==> src/verilog/ddtc_cfg.svh <==
// Field encodings, bit positions and reset values of the dual transfer controller
`ifndef DDTC_CFG_SVH
`define DDTC_CFG_SVH

// Address update field encodings
`define DDTC_UPD_FIXED     2'b00
`define DDTC_UPD_INC       2'b10

// Request source field encodings
`define DDTC_REQ_SOFTWARE  2'b00
`define DDTC_REQ_PERIPH    2'b01

// Transfer mode field encodings
`define DDTC_MODE_NORMAL   2'b00

// Data unit size field encodings
`define DDTC_SIZE_8        2'b00
`define DDTC_SIZE_16       2'b01
`define DDTC_SIZE_32       2'b10

// Activation flag control: 0 clears the triggering request flag at start
`define DDTC_FLAG_CLEAR_AT_START 1'b0

// Transfer count meaning free running, and the count of one unit
`define DDTC_COUNT_FREE    16'h0000
`define DDTC_COUNT_ONE     16'h0001

// Bit positions in the module stop control word
`define DDTC_GEN_STOP_BIT  28
`define DDTC_EXT_STOP_BIT  29

// Both engines leave module stop after reset
`define DDTC_STOP_RESET    2'b00

// Address bits that select the region
`define DDTC_REGION_MSB    31
`define DDTC_REGION_LSB    30

`endif

==> src/verilog/ddtc_pkg.sv <==
// Types shared by the dual transfer controller
`default_nettype none
package ddtc_pkg;

  typedef enum logic [1:0] {
    ddtc_idle   = 2'b00,
    ddtc_read   = 2'b01,
    ddtc_write  = 2'b10,
    ddtc_single = 2'b11
  } ddtc_state_t;

  typedef enum logic [1:0] {
    ddtc_onchip_mem    = 2'b00,
    ddtc_onchip_periph = 2'b01,
    ddtc_ext_mem       = 2'b10,
    ddtc_ext_device    = 2'b11
  } ddtc_region_t;

endpackage
`default_nettype wire

==> src/verilog/ddtc_top.sv <==
// Dual transfer controller: general engine (index 0) and external engine (index 1)
//
// Contract
// - General engine moves data among all four memory regions, never a handshake device.
// - External engine serves handshake device only in single mode, paired with external side.
// - External engine dual transfers stay among external memory and mapped devices.
// - Single address transfer finishes in one bus cycle, device and memory together.
// - Dual address transfer is a source read followed by a destination write.
// - General engine has no address mode; always separate source and destination.
// - No cycle-steal or burst choice; interconnect arbitrates, engines run concurrently.
// - Engine may move data while the CPU uses ROM and RAM.
// - Both engines leave module stop after reset without software action.
// - One stop bit gates general engine and data transfer controller together.
// - External engine has its own independent stop bit.
// - Update field 00 keeps address fixed, 10 increments after each transfer.
// - Request source 01 starts channel on interrupt controller requests.
// - Transfer mode 00 is normal: one unit per request until count ends.
// - Size field 00 means 8-bit data units.
// - Activation flag bit 0 clears triggering request flag when transfer starts.
// - Transfer end flag clears automatically when channel transfer is enabled.
// - At count end set transfer end flag; request interrupt if enabled.
// - Transfers run only while module start and channel enable are both 1.
// - Peripheral trigger chosen by vector number in channel trigger select.
// - Count 0000h means free running; FFFFh is the largest finite count.
`timescale 1ns/100ps
`default_nettype none
`include "ddtc_cfg.svh"
module ddtc_top #(
  parameter int DATA_W = 32
) (
  // Clock and reset
  input  wire logic                    ref_clk,
  input  wire logic                    rst_n,
  // Module stop control word
  input  wire logic                    stop_write,
  input  wire logic [31:0]             stop_wdata,
  output logic [1:0]                   stop_status,
  output logic                         gen_clock_run,
  output logic                         dtc_clock_run,
  output logic                         ext_clock_run,
  // Channel settings, index 0 general, 1 external
  input  wire logic [1:0]              module_start_bit,
  input  wire logic [1:0]              channel_transfer_enable,
  input  wire logic [1:0][1:0]         source_update_field,
  input  wire logic [1:0][1:0]         destination_update_field,
  input  wire logic [1:0][1:0]         request_source_field,
  input  wire logic [1:0][1:0]         transfer_mode_field,
  input  wire logic [1:0][1:0]         data_unit_size_field,
  input  wire logic [1:0]              activation_flag_control_bit,
  input  wire logic [1:0]              transfer_end_irq_enable,
  input  wire logic [1:0][15:0]        transfer_count_reg,
  input  wire logic [1:0][31:0]        source_address,
  input  wire logic [1:0][31:0]        destination_address,
  input  wire logic [1:0][7:0]         channel_trigger_select,
  input  wire logic                    ext_single_mode,
  input  wire logic                    ext_single_to_device,
  // Requests
  input  wire logic [1:0]              software_request,
  input  wire logic                    periph_irq_valid,
  input  wire logic [7:0]              periph_irq_vector,
  // Status and events
  output logic [1:0]                   transfer_end_flag,
  output logic [1:0]                   route_error,
  output logic [1:0][15:0]             remaining_count,
  output logic [1:0]                   channel_busy,
  output logic [1:0]                   request_flag_clear,
  output logic [1:0]                   transfer_end_irq,
  // Bus master port per engine
  output logic [1:0]                   bus_req,
  output logic [1:0]                   bus_write,
  output logic [1:0][31:0]             bus_addr,
  output logic [1:0][1:0]              bus_size,
  output logic [1:0][DATA_W-1:0]       bus_wdata,
  input  wire logic [1:0][DATA_W-1:0]  bus_rdata,
  input  wire logic [1:0]              bus_ack,
  // Handshake device acknowledge
  output logic                         external_transfer_acknowledge
);
  ddtc_pkg::ddtc_state_t state      [2];
  ddtc_pkg::ddtc_state_t next_state [2];
  logic [31:0] cur_src      [2];
  logic [31:0] next_cur_src [2];
  logic [31:0] cur_dst      [2];
  logic [31:0] next_cur_dst [2];
  logic [15:0] remaining      [2];
  logic [15:0] next_remaining [2];
  logic [1:0]  free_run;
  logic [1:0]  next_free_run;
  logic [1:0]  done;
  logic [1:0]  next_done;
  logic [1:0]  pending;
  logic [1:0]  next_pending;
  logic [1:0]  en_prev;
  logic [1:0]  next_en_prev;
  logic [1:0]  end_flag;
  logic [1:0]  next_end_flag;
  logic [1:0]  route_err;
  logic [1:0]  next_route_err;
  logic [1:0]  flag_clear;
  logic [1:0]  next_flag_clear;
  logic [1:0]  end_irq;
  logic [1:0]  next_end_irq;
  logic [1:0]  stop;
  logic [1:0]  next_stop;

  logic [1:0]  active;
  logic [1:0]  req_hit;
  logic [1:0]  start;
  logic [1:0]  refuse;
  logic [1:0]  complete;
  logic [1:0]  last_unit;
  logic [1:0]  single_sel;
  logic [1:0]  route_good;
  logic [1:0]  en_rise;
  logic [1:0]  buf_in_valid;
  logic [1:0]  buf_in_ready;
  logic [1:0]  buf_out_valid;
  logic [1:0]  buf_out_ready;
  logic [DATA_W-1:0] buf_out_data [2];

  function automatic logic [31:0] unit_bytes(input logic [1:0] size);
    case (size)
      `DDTC_SIZE_8:  unit_bytes = 32'h0000_0001;
      `DDTC_SIZE_16: unit_bytes = 32'h0000_0002;
      `DDTC_SIZE_32: unit_bytes = 32'h0000_0004;
      default:       unit_bytes = 32'h0000_0001;
    endcase
  endfunction

  function automatic ddtc_pkg::ddtc_region_t region_of(input logic [31:0] a);
    region_of = ddtc_pkg::ddtc_region_t'(a[`DDTC_REGION_MSB:`DDTC_REGION_LSB]);
  endfunction

  function automatic logic is_external(input ddtc_pkg::ddtc_region_t r);
    is_external = (r == ddtc_pkg::ddtc_ext_mem) || (r == ddtc_pkg::ddtc_ext_device);
  endfunction

  // In single mode the caller passes the memory side region as both ends
  function automatic logic route_ok(input logic ext, input ddtc_pkg::ddtc_region_t s,
                                    input ddtc_pkg::ddtc_region_t d);
    if (!ext) begin
      route_ok = 1'b1;
    end else begin
      route_ok = is_external(s) && is_external(d);
    end
  endfunction

  // Module stop: one bit for general engine plus data transfer controller
  always_comb begin
    next_stop = stop;
    if (stop_write) begin
      next_stop = {stop_wdata[`DDTC_EXT_STOP_BIT], stop_wdata[`DDTC_GEN_STOP_BIT]};
    end
  end

  always_ff @(posedge ref_clk or negedge rst_n) begin
    if (!rst_n) begin
      stop <= `DDTC_STOP_RESET;
    end else begin
      stop <= next_stop;
    end
  end

  assign stop_status   = stop;
  assign gen_clock_run = ~stop[0];
  assign dtc_clock_run = ~stop[0];
  assign ext_clock_run = ~stop[1];

  // Per-engine decode; each engine has its own bus port so the interconnect
  // can let both run alongside the CPU on other slaves
  always_comb begin
    for (int e = 0; e < 2; e++) begin
      en_rise[e]    = channel_transfer_enable[e] & ~en_prev[e];
      active[e]     = module_start_bit[e] & channel_transfer_enable[e] & ~stop[e]
                      & ~done[e];
      single_sel[e] = (e == 1) && ext_single_mode;
      if (single_sel[e]) begin
        route_good[e] = route_ok(1'b1,
                          region_of(ext_single_to_device ? cur_src[e] : cur_dst[e]),
                          region_of(ext_single_to_device ? cur_src[e] : cur_dst[e]));
      end else begin
        route_good[e] = route_ok(e == 1, region_of(cur_src[e]), region_of(cur_dst[e]));
      end
      if (request_source_field[e] == `DDTC_REQ_PERIPH) begin
        req_hit[e] = periph_irq_valid
                     && (periph_irq_vector == channel_trigger_select[e]);
      end else begin
        req_hit[e] = software_request[e];
      end
      start[e]     = (state[e] == ddtc_pkg::ddtc_idle) && active[e] && pending[e]
                     && route_good[e] && (single_sel[e] || buf_in_ready[e]);
      refuse[e]    = (state[e] == ddtc_pkg::ddtc_idle) && active[e] && pending[e]
                     && !route_good[e];
      complete[e]  = bus_ack[e] && (((state[e] == ddtc_pkg::ddtc_write) && buf_out_valid[e])
                     || (state[e] == ddtc_pkg::ddtc_single));
      last_unit[e] = !free_run[e] && (remaining[e] == `DDTC_COUNT_ONE);
    end
  end

  // Bus side of each engine
  always_comb begin
    for (int e = 0; e < 2; e++) begin
      bus_req[e]       = (state[e] == ddtc_pkg::ddtc_read) || (state[e] == ddtc_pkg::ddtc_single)
                         || ((state[e] == ddtc_pkg::ddtc_write) && buf_out_valid[e]);
      bus_write[e]     = (state[e] == ddtc_pkg::ddtc_write)
                         || ((state[e] == ddtc_pkg::ddtc_single) && !ext_single_to_device);
      bus_addr[e]      = bus_write[e] ? cur_dst[e] : cur_src[e];
      bus_size[e]      = data_unit_size_field[e];
      bus_wdata[e]     = (state[e] == ddtc_pkg::ddtc_write) ? buf_out_data[e] : '0;
      buf_in_valid[e]  = (state[e] == ddtc_pkg::ddtc_read) && bus_ack[e];
      buf_out_ready[e] = (state[e] == ddtc_pkg::ddtc_write) && bus_ack[e];
    end
  end

  // Device strobe and memory cycle share the one bus cycle
  assign external_transfer_acknowledge = (state[1] == ddtc_pkg::ddtc_single);

  genvar g;
  generate
    for (g = 0; g < 2; g++) begin : gen_buf
      ddtc_buf #(
        .WIDTH (DATA_W),
        .DEPTH (2)
      ) u_buf (
        .ref_clk   (ref_clk),
        .rst_n     (rst_n),
        .in_valid  (buf_in_valid[g]),
        .in_ready  (buf_in_ready[g]),
        .in_data   (bus_rdata[g]),
        .out_valid (buf_out_valid[g]),
        .out_ready (buf_out_ready[g]),
        .out_data  (buf_out_data[g])
      );
    end
  endgenerate

  // Channel sequencing; modes other than normal run as normal transfer
  always_comb begin
    for (int e = 0; e < 2; e++) begin
      next_state[e]     = state[e];
      next_cur_src[e]   = cur_src[e];
      next_cur_dst[e]   = cur_dst[e];
      next_remaining[e] = remaining[e];
      next_free_run[e]  = free_run[e];
      next_en_prev[e]   = channel_transfer_enable[e];
      case (state[e])
        ddtc_pkg::ddtc_idle: begin
          if (start[e]) begin
            next_state[e] = single_sel[e] ? ddtc_pkg::ddtc_single : ddtc_pkg::ddtc_read;
          end
        end
        ddtc_pkg::ddtc_read: begin
          if (bus_ack[e]) begin
            next_state[e] = ddtc_pkg::ddtc_write;
          end
        end
        ddtc_pkg::ddtc_write: begin
          if (complete[e]) begin
            next_state[e] = ddtc_pkg::ddtc_idle;
          end
        end
        ddtc_pkg::ddtc_single: begin
          if (bus_ack[e]) begin
            next_state[e] = ddtc_pkg::ddtc_idle;
          end
        end
        default: next_state[e] = ddtc_pkg::ddtc_idle;
      endcase
      if (complete[e]) begin
        // Device side of a single transfer has no address to move
        if (source_update_field[e] == `DDTC_UPD_INC
            && (!single_sel[e] || ext_single_to_device)) begin
          next_cur_src[e] = cur_src[e] + unit_bytes(data_unit_size_field[e]);
        end
        if (destination_update_field[e] == `DDTC_UPD_INC
            && (!single_sel[e] || !ext_single_to_device)) begin
          next_cur_dst[e] = cur_dst[e] + unit_bytes(data_unit_size_field[e]);
        end
        if (!free_run[e]) begin
          next_remaining[e] = remaining[e] - `DDTC_COUNT_ONE;
        end
      end
      if (en_rise[e]) begin
        next_cur_src[e]   = source_address[e];
        next_cur_dst[e]   = destination_address[e];
        next_remaining[e] = transfer_count_reg[e];
        next_free_run[e]  = (transfer_count_reg[e] == `DDTC_COUNT_FREE);
      end
      // One unit per request; a request seen while inactive is dropped
      next_pending[e]    = active[e] && ((pending[e] && !start[e] && !refuse[e])
                           || req_hit[e]);
      next_done[e]       = (done[e] || (complete[e] && last_unit[e])) && !en_rise[e];
      // Set wins over the clear caused by enabling
      next_end_flag[e]   = (end_flag[e] && !en_rise[e])
                           || (complete[e] && last_unit[e]);
      next_end_irq[e]    = complete[e] && last_unit[e] && transfer_end_irq_enable[e];
      next_route_err[e]  = (route_err[e] && !en_rise[e]) || refuse[e];
      next_flag_clear[e] = start[e] && (request_source_field[e] == `DDTC_REQ_PERIPH)
                           && (activation_flag_control_bit[e] == `DDTC_FLAG_CLEAR_AT_START);
    end
  end

  always_ff @(posedge ref_clk or negedge rst_n) begin
    if (!rst_n) begin
      for (int e = 0; e < 2; e++) begin
        state[e]     <= ddtc_pkg::ddtc_idle;
        cur_src[e]   <= 32'h0000_0000;
        cur_dst[e]   <= 32'h0000_0000;
        remaining[e] <= 16'h0000;
      end
      free_run   <= 2'b00;
      done       <= 2'b00;
      pending    <= 2'b00;
      en_prev    <= 2'b00;
      end_flag   <= 2'b00;
      end_irq    <= 2'b00;
      route_err  <= 2'b00;
      flag_clear <= 2'b00;
    end else begin
      state      <= next_state;
      cur_src    <= next_cur_src;
      cur_dst    <= next_cur_dst;
      remaining  <= next_remaining;
      free_run   <= next_free_run;
      done       <= next_done;
      pending    <= next_pending;
      en_prev    <= next_en_prev;
      end_flag   <= next_end_flag;
      end_irq    <= next_end_irq;
      route_err  <= next_route_err;
      flag_clear <= next_flag_clear;
    end
  end

  always_comb begin
    for (int e = 0; e < 2; e++) begin
      remaining_count[e] = remaining[e];
      channel_busy[e]    = (state[e] != ddtc_pkg::ddtc_idle);
    end
  end
  assign transfer_end_flag  = end_flag;
  assign transfer_end_irq   = end_irq;
  assign route_error        = route_err;
  assign request_flag_clear = flag_clear;

  property p_dual_read_then_write;
    @(posedge ref_clk) disable iff (!rst_n)
      (state[0] == ddtc_pkg::ddtc_read) && bus_ack[0]
      |=> (state[0] == ddtc_pkg::ddtc_write) && bus_req[0] && bus_write[0];
  endproperty
  a_dual_read_then_write: assert property (p_dual_read_then_write)
    else $error("read cycle not followed by write cycle");

  property p_single_one_cycle;
    @(posedge ref_clk) disable iff (!rst_n)
      external_transfer_acknowledge && bus_ack[1]
      |-> bus_req[1] ##1 (state[1] == ddtc_pkg::ddtc_idle) && !external_transfer_acknowledge;
  endproperty
  a_single_one_cycle: assert property (p_single_one_cycle)
    else $error("single transfer took more than one bus cycle");

  property p_ext_offchip_only;
    @(posedge ref_clk) disable iff (!rst_n)
      bus_req[1] |-> bus_addr[1][`DDTC_REGION_MSB];
  endproperty
  a_ext_offchip_only: assert property (p_ext_offchip_only)
    else $error("external engine addressed an on-chip region");

  property p_general_never_single;
    @(posedge ref_clk) disable iff (!rst_n)
      $rose(bus_req[0]) && !bus_write[0] |-> (state[0] == ddtc_pkg::ddtc_read);
  endproperty
  a_general_never_single: assert property (p_general_never_single)
    else $error("general engine did not start with a source read");

  property p_end_flag_set;
    @(posedge ref_clk) disable iff (!rst_n)
      complete[0] && last_unit[0] |=> transfer_end_flag[0] && !channel_busy[0];
  endproperty
  a_end_flag_set: assert property (p_end_flag_set)
    else $error("transfer end flag not set at count end");

  property p_end_irq_gate;
    @(posedge ref_clk) disable iff (!rst_n)
      transfer_end_irq[0] |-> transfer_end_flag[0] && $past(transfer_end_irq_enable[0]);
  endproperty
  a_end_irq_gate: assert property (p_end_irq_gate)
    else $error("transfer end interrupt without flag or enable");

  property p_flag_clear_on_enable;
    @(posedge ref_clk) disable iff (!rst_n)
      $rose(channel_transfer_enable[0]) && !(complete[0] && last_unit[0])
      |=> !transfer_end_flag[0];
  endproperty
  a_flag_clear_on_enable: assert property (p_flag_clear_on_enable)
    else $error("transfer end flag survived channel enable");

  property p_request_flag_clear;
    @(posedge ref_clk) disable iff (!rst_n)
      request_flag_clear[0] |-> !$past(activation_flag_control_bit[0])
                                && $past(state[0] == ddtc_pkg::ddtc_idle) && channel_busy[0];
  endproperty
  a_request_flag_clear: assert property (p_request_flag_clear)
    else $error("request flag cleared without a start");

  property p_stop_shared;
    @(posedge ref_clk) disable iff (!rst_n)
      stop_write |=> (gen_clock_run == !$past(stop_wdata[`DDTC_GEN_STOP_BIT]))
                     && (dtc_clock_run == gen_clock_run);
  endproperty
  a_stop_shared: assert property (p_stop_shared)
    else $error("general engine and transfer controller stop differ");

  property p_ext_stop_own;
    @(posedge ref_clk) disable iff (!rst_n)
      stop_write |=> ext_clock_run == !$past(stop_wdata[`DDTC_EXT_STOP_BIT]);
  endproperty
  a_ext_stop_own: assert property (p_ext_stop_own)
    else $error("external engine stop bit not applied");

  property p_ignore_when_off;
    @(posedge ref_clk) disable iff (!rst_n)
      ((state[0] == ddtc_pkg::ddtc_idle) && !module_start_bit[0]) [*2]
      |=> (state[0] == ddtc_pkg::ddtc_idle) && !request_flag_clear[0];
  endproperty
  a_ignore_when_off: assert property (p_ignore_when_off)
    else $error("transfer started while module start bit was 0");
endmodule
`default_nettype wire

==> src/verilog/ddtc_buf.sv <==
// Two-entry data buffer between the read and the write bus cycle
`timescale 1ns/100ps
`default_nettype none
module ddtc_buf #(
  parameter int WIDTH = 32,
  parameter int DEPTH = 2
) (
  // Clock and reset
  input  wire logic             ref_clk,
  input  wire logic             rst_n,
  // Fill side
  input  wire logic             in_valid,
  output logic                  in_ready,
  input  wire logic [WIDTH-1:0] in_data,
  // Drain side
  output logic                  out_valid,
  input  wire logic             out_ready,
  output logic [WIDTH-1:0]      out_data
);
  localparam int PW = (DEPTH > 1) ? $clog2(DEPTH) : 1;
  localparam int CW = $clog2(DEPTH + 1);

  logic [WIDTH-1:0] mem      [DEPTH];
  logic [WIDTH-1:0] next_mem [DEPTH];
  logic [PW-1:0]    wr_ptr;
  logic [PW-1:0]    next_wr_ptr;
  logic [PW-1:0]    rd_ptr;
  logic [PW-1:0]    next_rd_ptr;
  logic [CW-1:0]    count;
  logic [CW-1:0]    next_count;
  logic             push;
  logic             pop;

  function automatic logic [PW-1:0] wrap_inc(input logic [PW-1:0] p);
    wrap_inc = (p == PW'(DEPTH - 1)) ? '0 : p + PW'(1);
  endfunction

  assign in_ready  = (count != CW'(DEPTH));
  assign out_valid = (count != '0);
  assign out_data  = mem[rd_ptr];

  always_comb begin
    push        = in_valid & in_ready;
    pop         = out_valid & out_ready;
    next_mem    = mem;
    next_wr_ptr = wr_ptr;
    next_rd_ptr = rd_ptr;
    next_count  = count;
    if (push) begin
      next_mem[wr_ptr] = in_data;
      next_wr_ptr      = wrap_inc(wr_ptr);
    end
    if (pop) begin
      next_rd_ptr = wrap_inc(rd_ptr);
    end
    case ({push, pop})
      2'b10:   next_count = count + CW'(1);
      2'b01:   next_count = count - CW'(1);
      default: next_count = count;
    endcase
  end

  always_ff @(posedge ref_clk or negedge rst_n) begin
    if (!rst_n) begin
      for (int i = 0; i < DEPTH; i++) begin
        mem[i] <= '0;
      end
      wr_ptr <= '0;
      rd_ptr <= '0;
      count  <= '0;
    end else begin
      mem    <= next_mem;
      wr_ptr <= next_wr_ptr;
      rd_ptr <= next_rd_ptr;
      count  <= next_count;
    end
  end
endmodule
`default_nettype wire

==> config.mk <==
export PLATFORM = sky130hd
export DESIGN_NAME = ddtc_top
export DESIGN_NICKNAME = d
export VERILOG_FILES = /design/src/verilog/ddtc_pkg.sv /design/src/verilog/ddtc_top.sv /design/src/verilog/ddtc_buf.sv
export VERILOG_INCLUDE_DIRS = /design/src /design/src/verilog
export SDC_FILE = /design/constraint.sdc
export NUM_CORES = 1
export LEC_CHECK = 0
export ABC_AREA = 1
export BUFFER_PORTS_ARGS = -buffer_cell sky130_fd_sc_hd__buf_2
export CAP_MARGIN = 20
export CORE_AREA = 2 2 198 200
export DETAILED_ROUTE_END_ITERATION = 16
export DIE_AREA = 0 0 200 202
export PLACE_DENSITY = 0.86
export SLEW_MARGIN = 30
export SYNTH_ARGS = -nofsm -noshare
export SYNTH_HDL_FRONTEND = slang
export SYNTH_SLANG_ARGS = --single-unit
==> constraint.sdc <==
create_clock -name ref_clk -period 4.07 [get_ports ref_clk]
set_input_delay 0.6105 -clock ref_clk [delete_from_list [all_inputs] [get_ports ref_clk]]
set_output_delay 0.6105 -clock ref_clk [all_outputs]
set_load 0.02 [all_outputs]
# == Word level (Yosys, flattened, before mapping) ==
# Index checks and enable logic that the tools add are counted.
# Widths: inputs -> output; s select.
# word_totals
regBits,318
in_bits,318
out_inout_bits,184
elab_cells,280
# classes
addsub,14
n_lt_le_gt_ge,6
eq_ne,42
muxes,65
bitwise_logic,24
n_reduce_logical,101
# op_table
cell,n
$mux 32,33
$add 32x32->32,4
$bwmux 64,2
$mux 16,6
$demux 32 s1,2
$logic_and 1x1->1,46
$eq 2x2->1 const B,18
$eq 16x1->1 const B,2
$logic_not 16->1,2
$sub 16x1->16 const B,2
$reduce_bool 2->1,12
$logic_or 1x1->1,21
$ne 2x2->1 const B,10
$mux 2,9
$eq 2x1->1 const B,8
$eq 8x8->1,2
$pmux 2 s4,2
$and 1x1->1,12
$pmux 3 s2,2
$reduce_and 2->1,6
$logic_not 1->1,10
$ge 2x2->1 const B,4
$not 1->1,8
$not 1->2,4
9 further kinds,25

# == Longest topological paths before layout ==
# Gate-level depths: netlist of run 1.
# logic_depth
depth_word,12
ltp_mapped,15
ltp_nobuf,15

# == Modules after synthesis ==
# Synthesis of run 1 repeated with hierarchy kept, for this count alone.
# hier_totals
hier_cells,3189
area_unflattened_um2,20918.8
# by_module_without_submodules
module,n_inst,cells_per_inst,area_each_um2,seq_area_each_um2
ddtc_top,1,2357,14365.0,4554.4
ddtc_buf,2,416,3276.9,1701.6

# == Worst setup path before layout of run 1 ==
# OpenSTA, ideal clock, no wires.
# synth_path
path_type,input port to output port
from,input ext_single_to_device
to,output bus_addr[17] in the netlist's numbering
arrival_time_ps,1705
required_ps,3459
slack_ps,1755
cell_stages,5
path_buffers,1
cell_sequence,nand2_1 -> nand2_1 -> inv_1 -> clkbuf_1 -> o21ai_0
# synth_lines
element,line,rtl
start: declaration,ddtc_top.sv:56,"input wire logic ext_single_to_device,"
end: declaration,ddtc_top.sv:71,"output logic [1:0][31:0] bus_addr,"

==> summary.txt, run 1 <==
Synthesis
  • Main combinational cell family by area after synthesis: simple AND/OR/NAND/NOR gates
  • Post-synthesis instance area: 19500 um2
  • Post-synth net total: 3140
  • Number of enable flip-flop cells after synthesis: 0
  • XOR/XNOR share of the synthesized area: 3.92%
  • Fraction of the mapped netlist area in simple logic gates: 31.8%
  • YS warnings: 0
  • Top cell types by occurrence after synthesis: nand2_1 (958), dfrtp_1 (318), inv_1 (296), o21ai_0 (213), nor2_1 (210)
  • Synth Area in Adders: 1.54%
  • Synth area leaders: dfrtp_1 (41%), nand2_1 (18%), inv_1 (5.7%), o21ai_0 (5.5%), nand3_1 (4.6%)
  • Seq/Total Area, Yosys: 40.9%
  • Async S/R FF share, synth: 100%
  • Multiplexer share of the synthesized area: 0%
  • Count leader, synth: nand2_1
  • Flops & latches, synth: 318
  • Yosys top cell by area: dfrtp_1
  • Synth Flop Type: dfrtp_1
  • Synth Instances: 2798
  • Synth Area in Compound Gates: 13.3%
  • Synth cell types: 46
  • Top cell type's share of synthesized area: 40.9%
  • Syn Area/Cell: 6.95 um2

Clock network
  • Register clock-pin slew on the reported worst setup and hold paths: 0.06 ns
  • Hold-fix buffers, CTS: 0
  • Num Clock Sinks: 318
  • CTS max path bufs: 3
  • CTS buffer count: 38
  • CTS tree: built
  • Post-CTS Resized: 0
  • Setup Buffers After CTS: 0
  • Later-pin clock latency in the skew report: 0.56 ns
  • CTS Root Cell: clkbuf_16
  • H-tree depth: 2

Critical path
  • Worst Path Class, Setup: reg2out
  • Top cell family by delay on the critical path: buffers and inverters
  • Crit path DAT: 2.97 ns
  • CP peak stage delay: 0.76 ns
  • Cells along the critical path: inv_1 -> nor2_1 -> clkinv_1 -> a21oi_1 -> buf_2
  • Worst setup SP type: flip-flop
  • Slowest CP cell: clkinv_1
  • Worst Setup End Kind: output pin
  • CP bufs+invs: 3
  • Crit Path Max Fanout: 28
  • Worst EP required: 3.46 ns

Outcome
  • Outcome: finished, final reports clean

Global routing
  • Initial antenna violation count: 10
  • Largest net degree at the start of global routing: 102
  • First-pass GRT wire length: 104000 um
  • Grt total ovfl: 0
  • Total GRT Usage: 32.8%
  • Number of global-route vias before repair: 19800

Floorplanning
  • Die area: 40400 um2
  • Initial core utilization: 50.8%
  • Row count: 72
  • Ports: 502
  • Core area: 38300 um2
  • Die width: 200 um
  • Die H: 202 um

Job
  • Max Cap Viol: 0

Timing
  • Fmax: 280 MHz
  • Final setup fails: 0
  • Clock Skew: 0.0233 ns
  • Period utilisation layout: 87.9%
  • Max-slew violations: 0
  • Slew headroom: 34.4%
  • Slew @ Worst Pin: 0.984 ns
  • Final setup TNS: 0 ns
  • RSZ-0062 raised after global routing: false
  • Final Hold Vio Count: 0
  • Final min period: 3.58 ns
  • Post-route setup slack: 0.493 ns

Final layout
  • NumNets Final: 3559
  • Share of cells above drive strength 1: 18.2%
  • Area of the multi-input gates: 9860 um2
  • Fillers: 3444
  • Synthesis-to-finish area growth: 20.4%
  • Non-Filler Instances: 3772
  • Sequential cell area: 7960 um2

Detailed routing
  • Routed wire per std cell: 17.8 um
  • DRC errors left: 0
  • DR vias/cell: 5.54
  • Detailed-router iteration count before antenna repair: 7
  • Post-detailed-route count of antenna-violating nets: 0
  • Drt total wl: 67000 um
  • Vias: 20900
  • DR iter-0 viols: 1980

Worst hold path
  • Worst Hold Class: in2async

Power
  • Power Density: 485 nW/um2
  • Leak Pwr: 11.8 nW
  • Peak VDD IR: 310 uV

Place
  • Pre-CTS WS: 1.23 ns
  • GPL Wtd Cong: 0.988
  • Post-DP HPWL: 49600 um
  • Placed cell count: 3695
  • PortBufs: 467
-- state kept, by name, indices dropped and copies added (netlist names), 4 cells and up --
name / count
gen_buf.u_buf.mem: 128
cur_dst: 64
cur_src: 64
remaining_count: 32
gen_buf.u_buf.count: 4
state: 4
-- metal layers --
metal  routed length [um]  share of wire, %  vias up  global-route usage, %
met5                   26             0.039        -                      0
met4                 3520               5.3        4                   17.0
met3                 6380               9.5      212                   5.62
met2                31100                46     1152                   53.4
met1                26000                39     9626                   41.7
li1                     -                 -     9900                      -
-- layout make-up --
| type | instances | share of cell area (%) |
|---|---|---|
| Inverter | 304 | 4.87 |
| Tap cell | 518 | 2.77 |
| Clock inverter | 16 | 0.700 |
| Timing Repair Buffer | 491 | 11.0 |
| Multi-Input combinational cell | 2064 | 42.1 |
| Clock buffer | 51 | 4.48 |
| Sequential cell | 318 | 34.0 |
| Antenna cell | 10 | 0.107 |
-- kinds of logic after synthesis --
group / count (synthesis)
AND/OR/NAND/NOR: 1496
AO/OA/AOI/OAI: 457
buffers and inverters: 416
flip-flops: 318
XOR/XNOR: 87
adder cells (fa/ha/maj): 24
-- path summary, 6_finish.rpt --
check	startpoint	end	slack (ns)	cells past startpoint
setup / recovery	state[1]$_DFFE_PN0P_	bus_wdata[58]	0.49	5
setup reg to reg	gen_buf[0].u_buf.count[0]$_DFFE_PN0P_	cur_dst[54]$_DFFE_PN0P_	1.54	10
max in group asynchronous	rst_n	gen_buf[0].u_buf.mem[29]$_DFFE_PN0P_	3.09	2
min in group ref_clk	activation_flag_control_bit[0]	request_flag_clear[0]$_DFF_PN0_	0.21	2
hold reg to reg	gen_buf[0].u_buf.mem[7]$_DFFE_PN0P_	gen_buf[0].u_buf.mem[7]$_DFFE_PN0P_	0.48	2
hold / removal	rst_n	remaining_count[15]$_DFFE_PN0P_	0.12	1
-- stage by stage --
| stage | utilization, % | total power [mW] | hold WS (ns) | instance area (um2) |
|---|---|---|---|---|
| final | 61.2 | 11.4 | 0.117 | 23400 |
| after global routing | 61.2 | 12.0 | 0.180 | 23400 |
| after CTS | 61.1 | 11.3 | 0.147 | 23400 |
| after detailed placement | 58.0 | 7.94 | 0.460 | 22200 |
| after global placement | 57.9 | 7.88 | 0.459 | 22200 |
| after floorplan | - | 6.53 | 0.315 | 19500 |
-- cells in the final DEF (no fill, tap or decap), types with 32 or more instances in the layout --
cell type	count
nand4_1	56
a21oi_1	92
a22oi_1	47
nand2_1	958
buf_2	466
nor2_1	208
clkbuf_16	38
o21ai_0	213
inv_1	293
o21ai_1	32
nand3_1	179
nor3_1	39
xor2_1	71
dfrtp_1	318
-- power breakdown --
part | switching, mW | leakage (nW) | total (mW) | internal, mW
registers | 0.611 | 4.12 | 4.26 | 3.65
logic | 2.60 | 7.04 | 3.75 | 1.15
clock network | 1.40 | 0.591 | 3.35 | 1.95
(Power assumes the default switching activity.)
==> inputs of run 2 (changes only) <==
--- a/config.mk
+++ b/config.mk
@@ -11,4 +11,5 @@
 export CAP_MARGIN = 20
 export CORE_AREA = 2 2 198 200
+export CTS_CLUSTER_DIAMETER = 200
 export DETAILED_ROUTE_END_ITERATION = 16
 export DIE_AREA = 0 0 200 202
==> constraint.sdc (replaced) <==
create_clock -name ref_clk -period 4.07 [get_ports ref_clk]
set_input_delay 0.6105 -clock ref_clk [delete_from_list [all_inputs] [get_ports ref_clk]]
set_output_delay 0.6105 -clock ref_clk [all_outputs]
set_load 0.005 [all_outputs]
==> summary.txt, run 2 (synthesis results as in run 1) <==
Critical path
  • Worst EP required: 3.46 ns
  • Worst setup SP type: flip-flop
  • Reg2Reg Depth: 10
  • Cells along the critical path: nand2_1 -> nand2_1 -> buf_4 -> o21ai_0 -> buf_2
  • R2r setup slk: 1.46 ns
  • Crit Path Max Fanout: 21
  • Worst Setup End Kind: output pin
  • Worst r2r src: gen_buf[0].u_buf.count[0]$_DFFE_PN0P_
  • R2R Path End: cur_dst[54]$_DFFE_PN0P_
  • Slowest CP cell: dfrtp_1
  • CP most frequent cell: nand2_1
  • Setup crit start: state[0]$_DFFE_PN0P_
  • Crit path DAT: 2.44 ns
  • CP peak stage delay: 0.44 ns
  • Worst Path Class, Setup: reg2out

Place
  • PortBufs: 467
  • Placed cell area: 22200 um2
  • Post-DP HPWL: 49900 um
  • GPL Wtd Cong: 0.978

Job
  • Max Cap Viol: 0

Clock network
  • Setup Buffers After CTS: 0
  • Register clock-pin slew on the reported worst setup and hold paths: 0.06 ns
  • CTS buffer count: 37
  • Num Clock Sinks: 318
  • CTS max path bufs: 3
  • Later-pin clock latency in the skew report: 0.56 ns
  • CTS Root Cell: clkbuf_16
  • Hold-fix buffers, CTS: 0
  • H-tree depth: 2
  • Post-CTS Resized: 0
  • CTS tree: built

Power
  • Leak Pwr: 11.8 nW
  • Power Density: 469 nW/um2
  • Total power: 11.0 mW
  • Peak VDD IR: 277 uV

Outcome
  • Outcome: finished, final reports clean

Detailed routing
  • DR iter-0 viols: 1996
  • DRC errors left: 0
  • Post-detailed-route count of antenna-violating nets: 0
  • DR vias/cell: 5.53
  • Vias: 20900
  • Routed wire per std cell: 17.6 um
  • Drt total wl: 66600 um
  • Detailed-router iteration count before antenna repair: 7

Timing
  • Period utilisation layout: 74.8%
  • Final setup TNS: 0 ns
  • Final setup fails: 0
  • Fmax: 328 MHz
  • Clock Skew: 0.0211 ns
  • Slew headroom: 44.0%
  • Max-slew violations: 0
  • RSZ-0062 raised after global routing: false
  • Slew @ Worst Pin: 0.840 ns
  • Final Hold Vio Count: 0
  • Final min period: 3.05 ns

Floorplanning
  • Ports: 502
  • Die H: 202 um
  • Initial core utilization: 50.8%
  • Core area: 38300 um2
  • Row count: 72
  • Die area: 40400 um2
  • Die width: 200 um

Worst hold path
  • Worst Hold Class: in2async

Final layout
  • Most flop-heavy register: gen_buf.u_buf.mem
  • Fillers: 3475
  • Share of cells above drive strength 1: 18.2%
  • Most common cell after layout, fill and taps aside: nand2_1
  • Most frequent cells in the layout: nand2_1 (958), buf_2 (466), dfrtp_1 (318)
  • Leading registers by flop count: gen_buf.u_buf.mem x128, cur_dst x64, cur_src x64
  • Finished Core Util: 61.4%
  • Synthesis-to-finish area growth: 20.8%
  • Finished Cell Area: 23500 um2
  • NumNets Final: 3562
  • Number of flip-flops in the largest register: 128

Global routing
  • Initial antenna violation count: 14
  • Grt total ovfl: 0
  • Total GRT Usage: 32.7%
  • Number of global-route vias before repair: 19500
  • Largest net degree at the start of global routing: 103
  • First-pass GRT wire length: 103000 um
## run 2: cell count changes in the layout (fill, tap and decap cells not counted), sizes merged
cell and change:
buf +4, bufinv +3, clkinv -3, diode +3, clkinvlp -1, inv -1
## run 2: layout make-up
type	instances	area, um2	area share [%]
Tap cell	518	648	2.76
Clock buffer	51	1060	4.51
Sequential cell	318	7960	33.9
Clock inverter	14	208	0.884
Antenna cell	13	32.5	0.138
Timing Repair Buffer	495	2590	11.0
Multi-Input combinational cell	2064	9860	41.9
Inverter	304	1140	4.86
## run 2: per-stage QoR
step	hold WS [ns]	instances	setup WS, ns
5_1_grt	0.183	3776	0.886
2_1_floorplan	0.315	2798	1.78
6_report	0.123	3777	1.02
4_1_cts	0.144	3764	1.07
3_3_place_gp	0.459	3699	1.27
3_5_place_dp	0.462	3699	1.25
## run 2: report_power, final
| group | leakage [nW] | internal (mW) | switching (mW) |
|---|---|---|---|
| clock network | 0.618 | 2.14 | 1.36 |
| registers | 4.12 | 3.65 | 0.604 |
| logic | 7.06 | 1.14 | 2.13 |
## run 2: routing by layer
layer / track usage [%] / share of wire (%) / up-vias
met3: 5.12 / 9.2 / 240
met1: 42.8 / 39 / 9601
li1: - / - / 9912
met2: 51.6 / 45 / 1147
met4: 18.9 / 6.1 / 2
met5: 0 / 0.017 / -
## run 2: worst max path at each step
stage,end,slack (ns),cells after the start
floorplan,cur_dst[56]$_DFFE_PN0P_,1.78,13
global placement,bus_addr[45],1.27,6
detailed placement,cur_dst[63]$_DFFE_PN0P_,1.25,13
CTS,bus_addr[45],1.07,5
global route,bus_addr[50],0.89,5
finish,bus_addr[45],1.02,5
## run 2: critical path: cells and delay by family, from the launching register on
kind / cells / cell delay [ns]
buffers and inverters: 2 / 0.58
AOI/OAI and AO/OA: 1 / 0.37
DFF: 1 / 0.44
and+or+nand+nor: 2 / 0.48
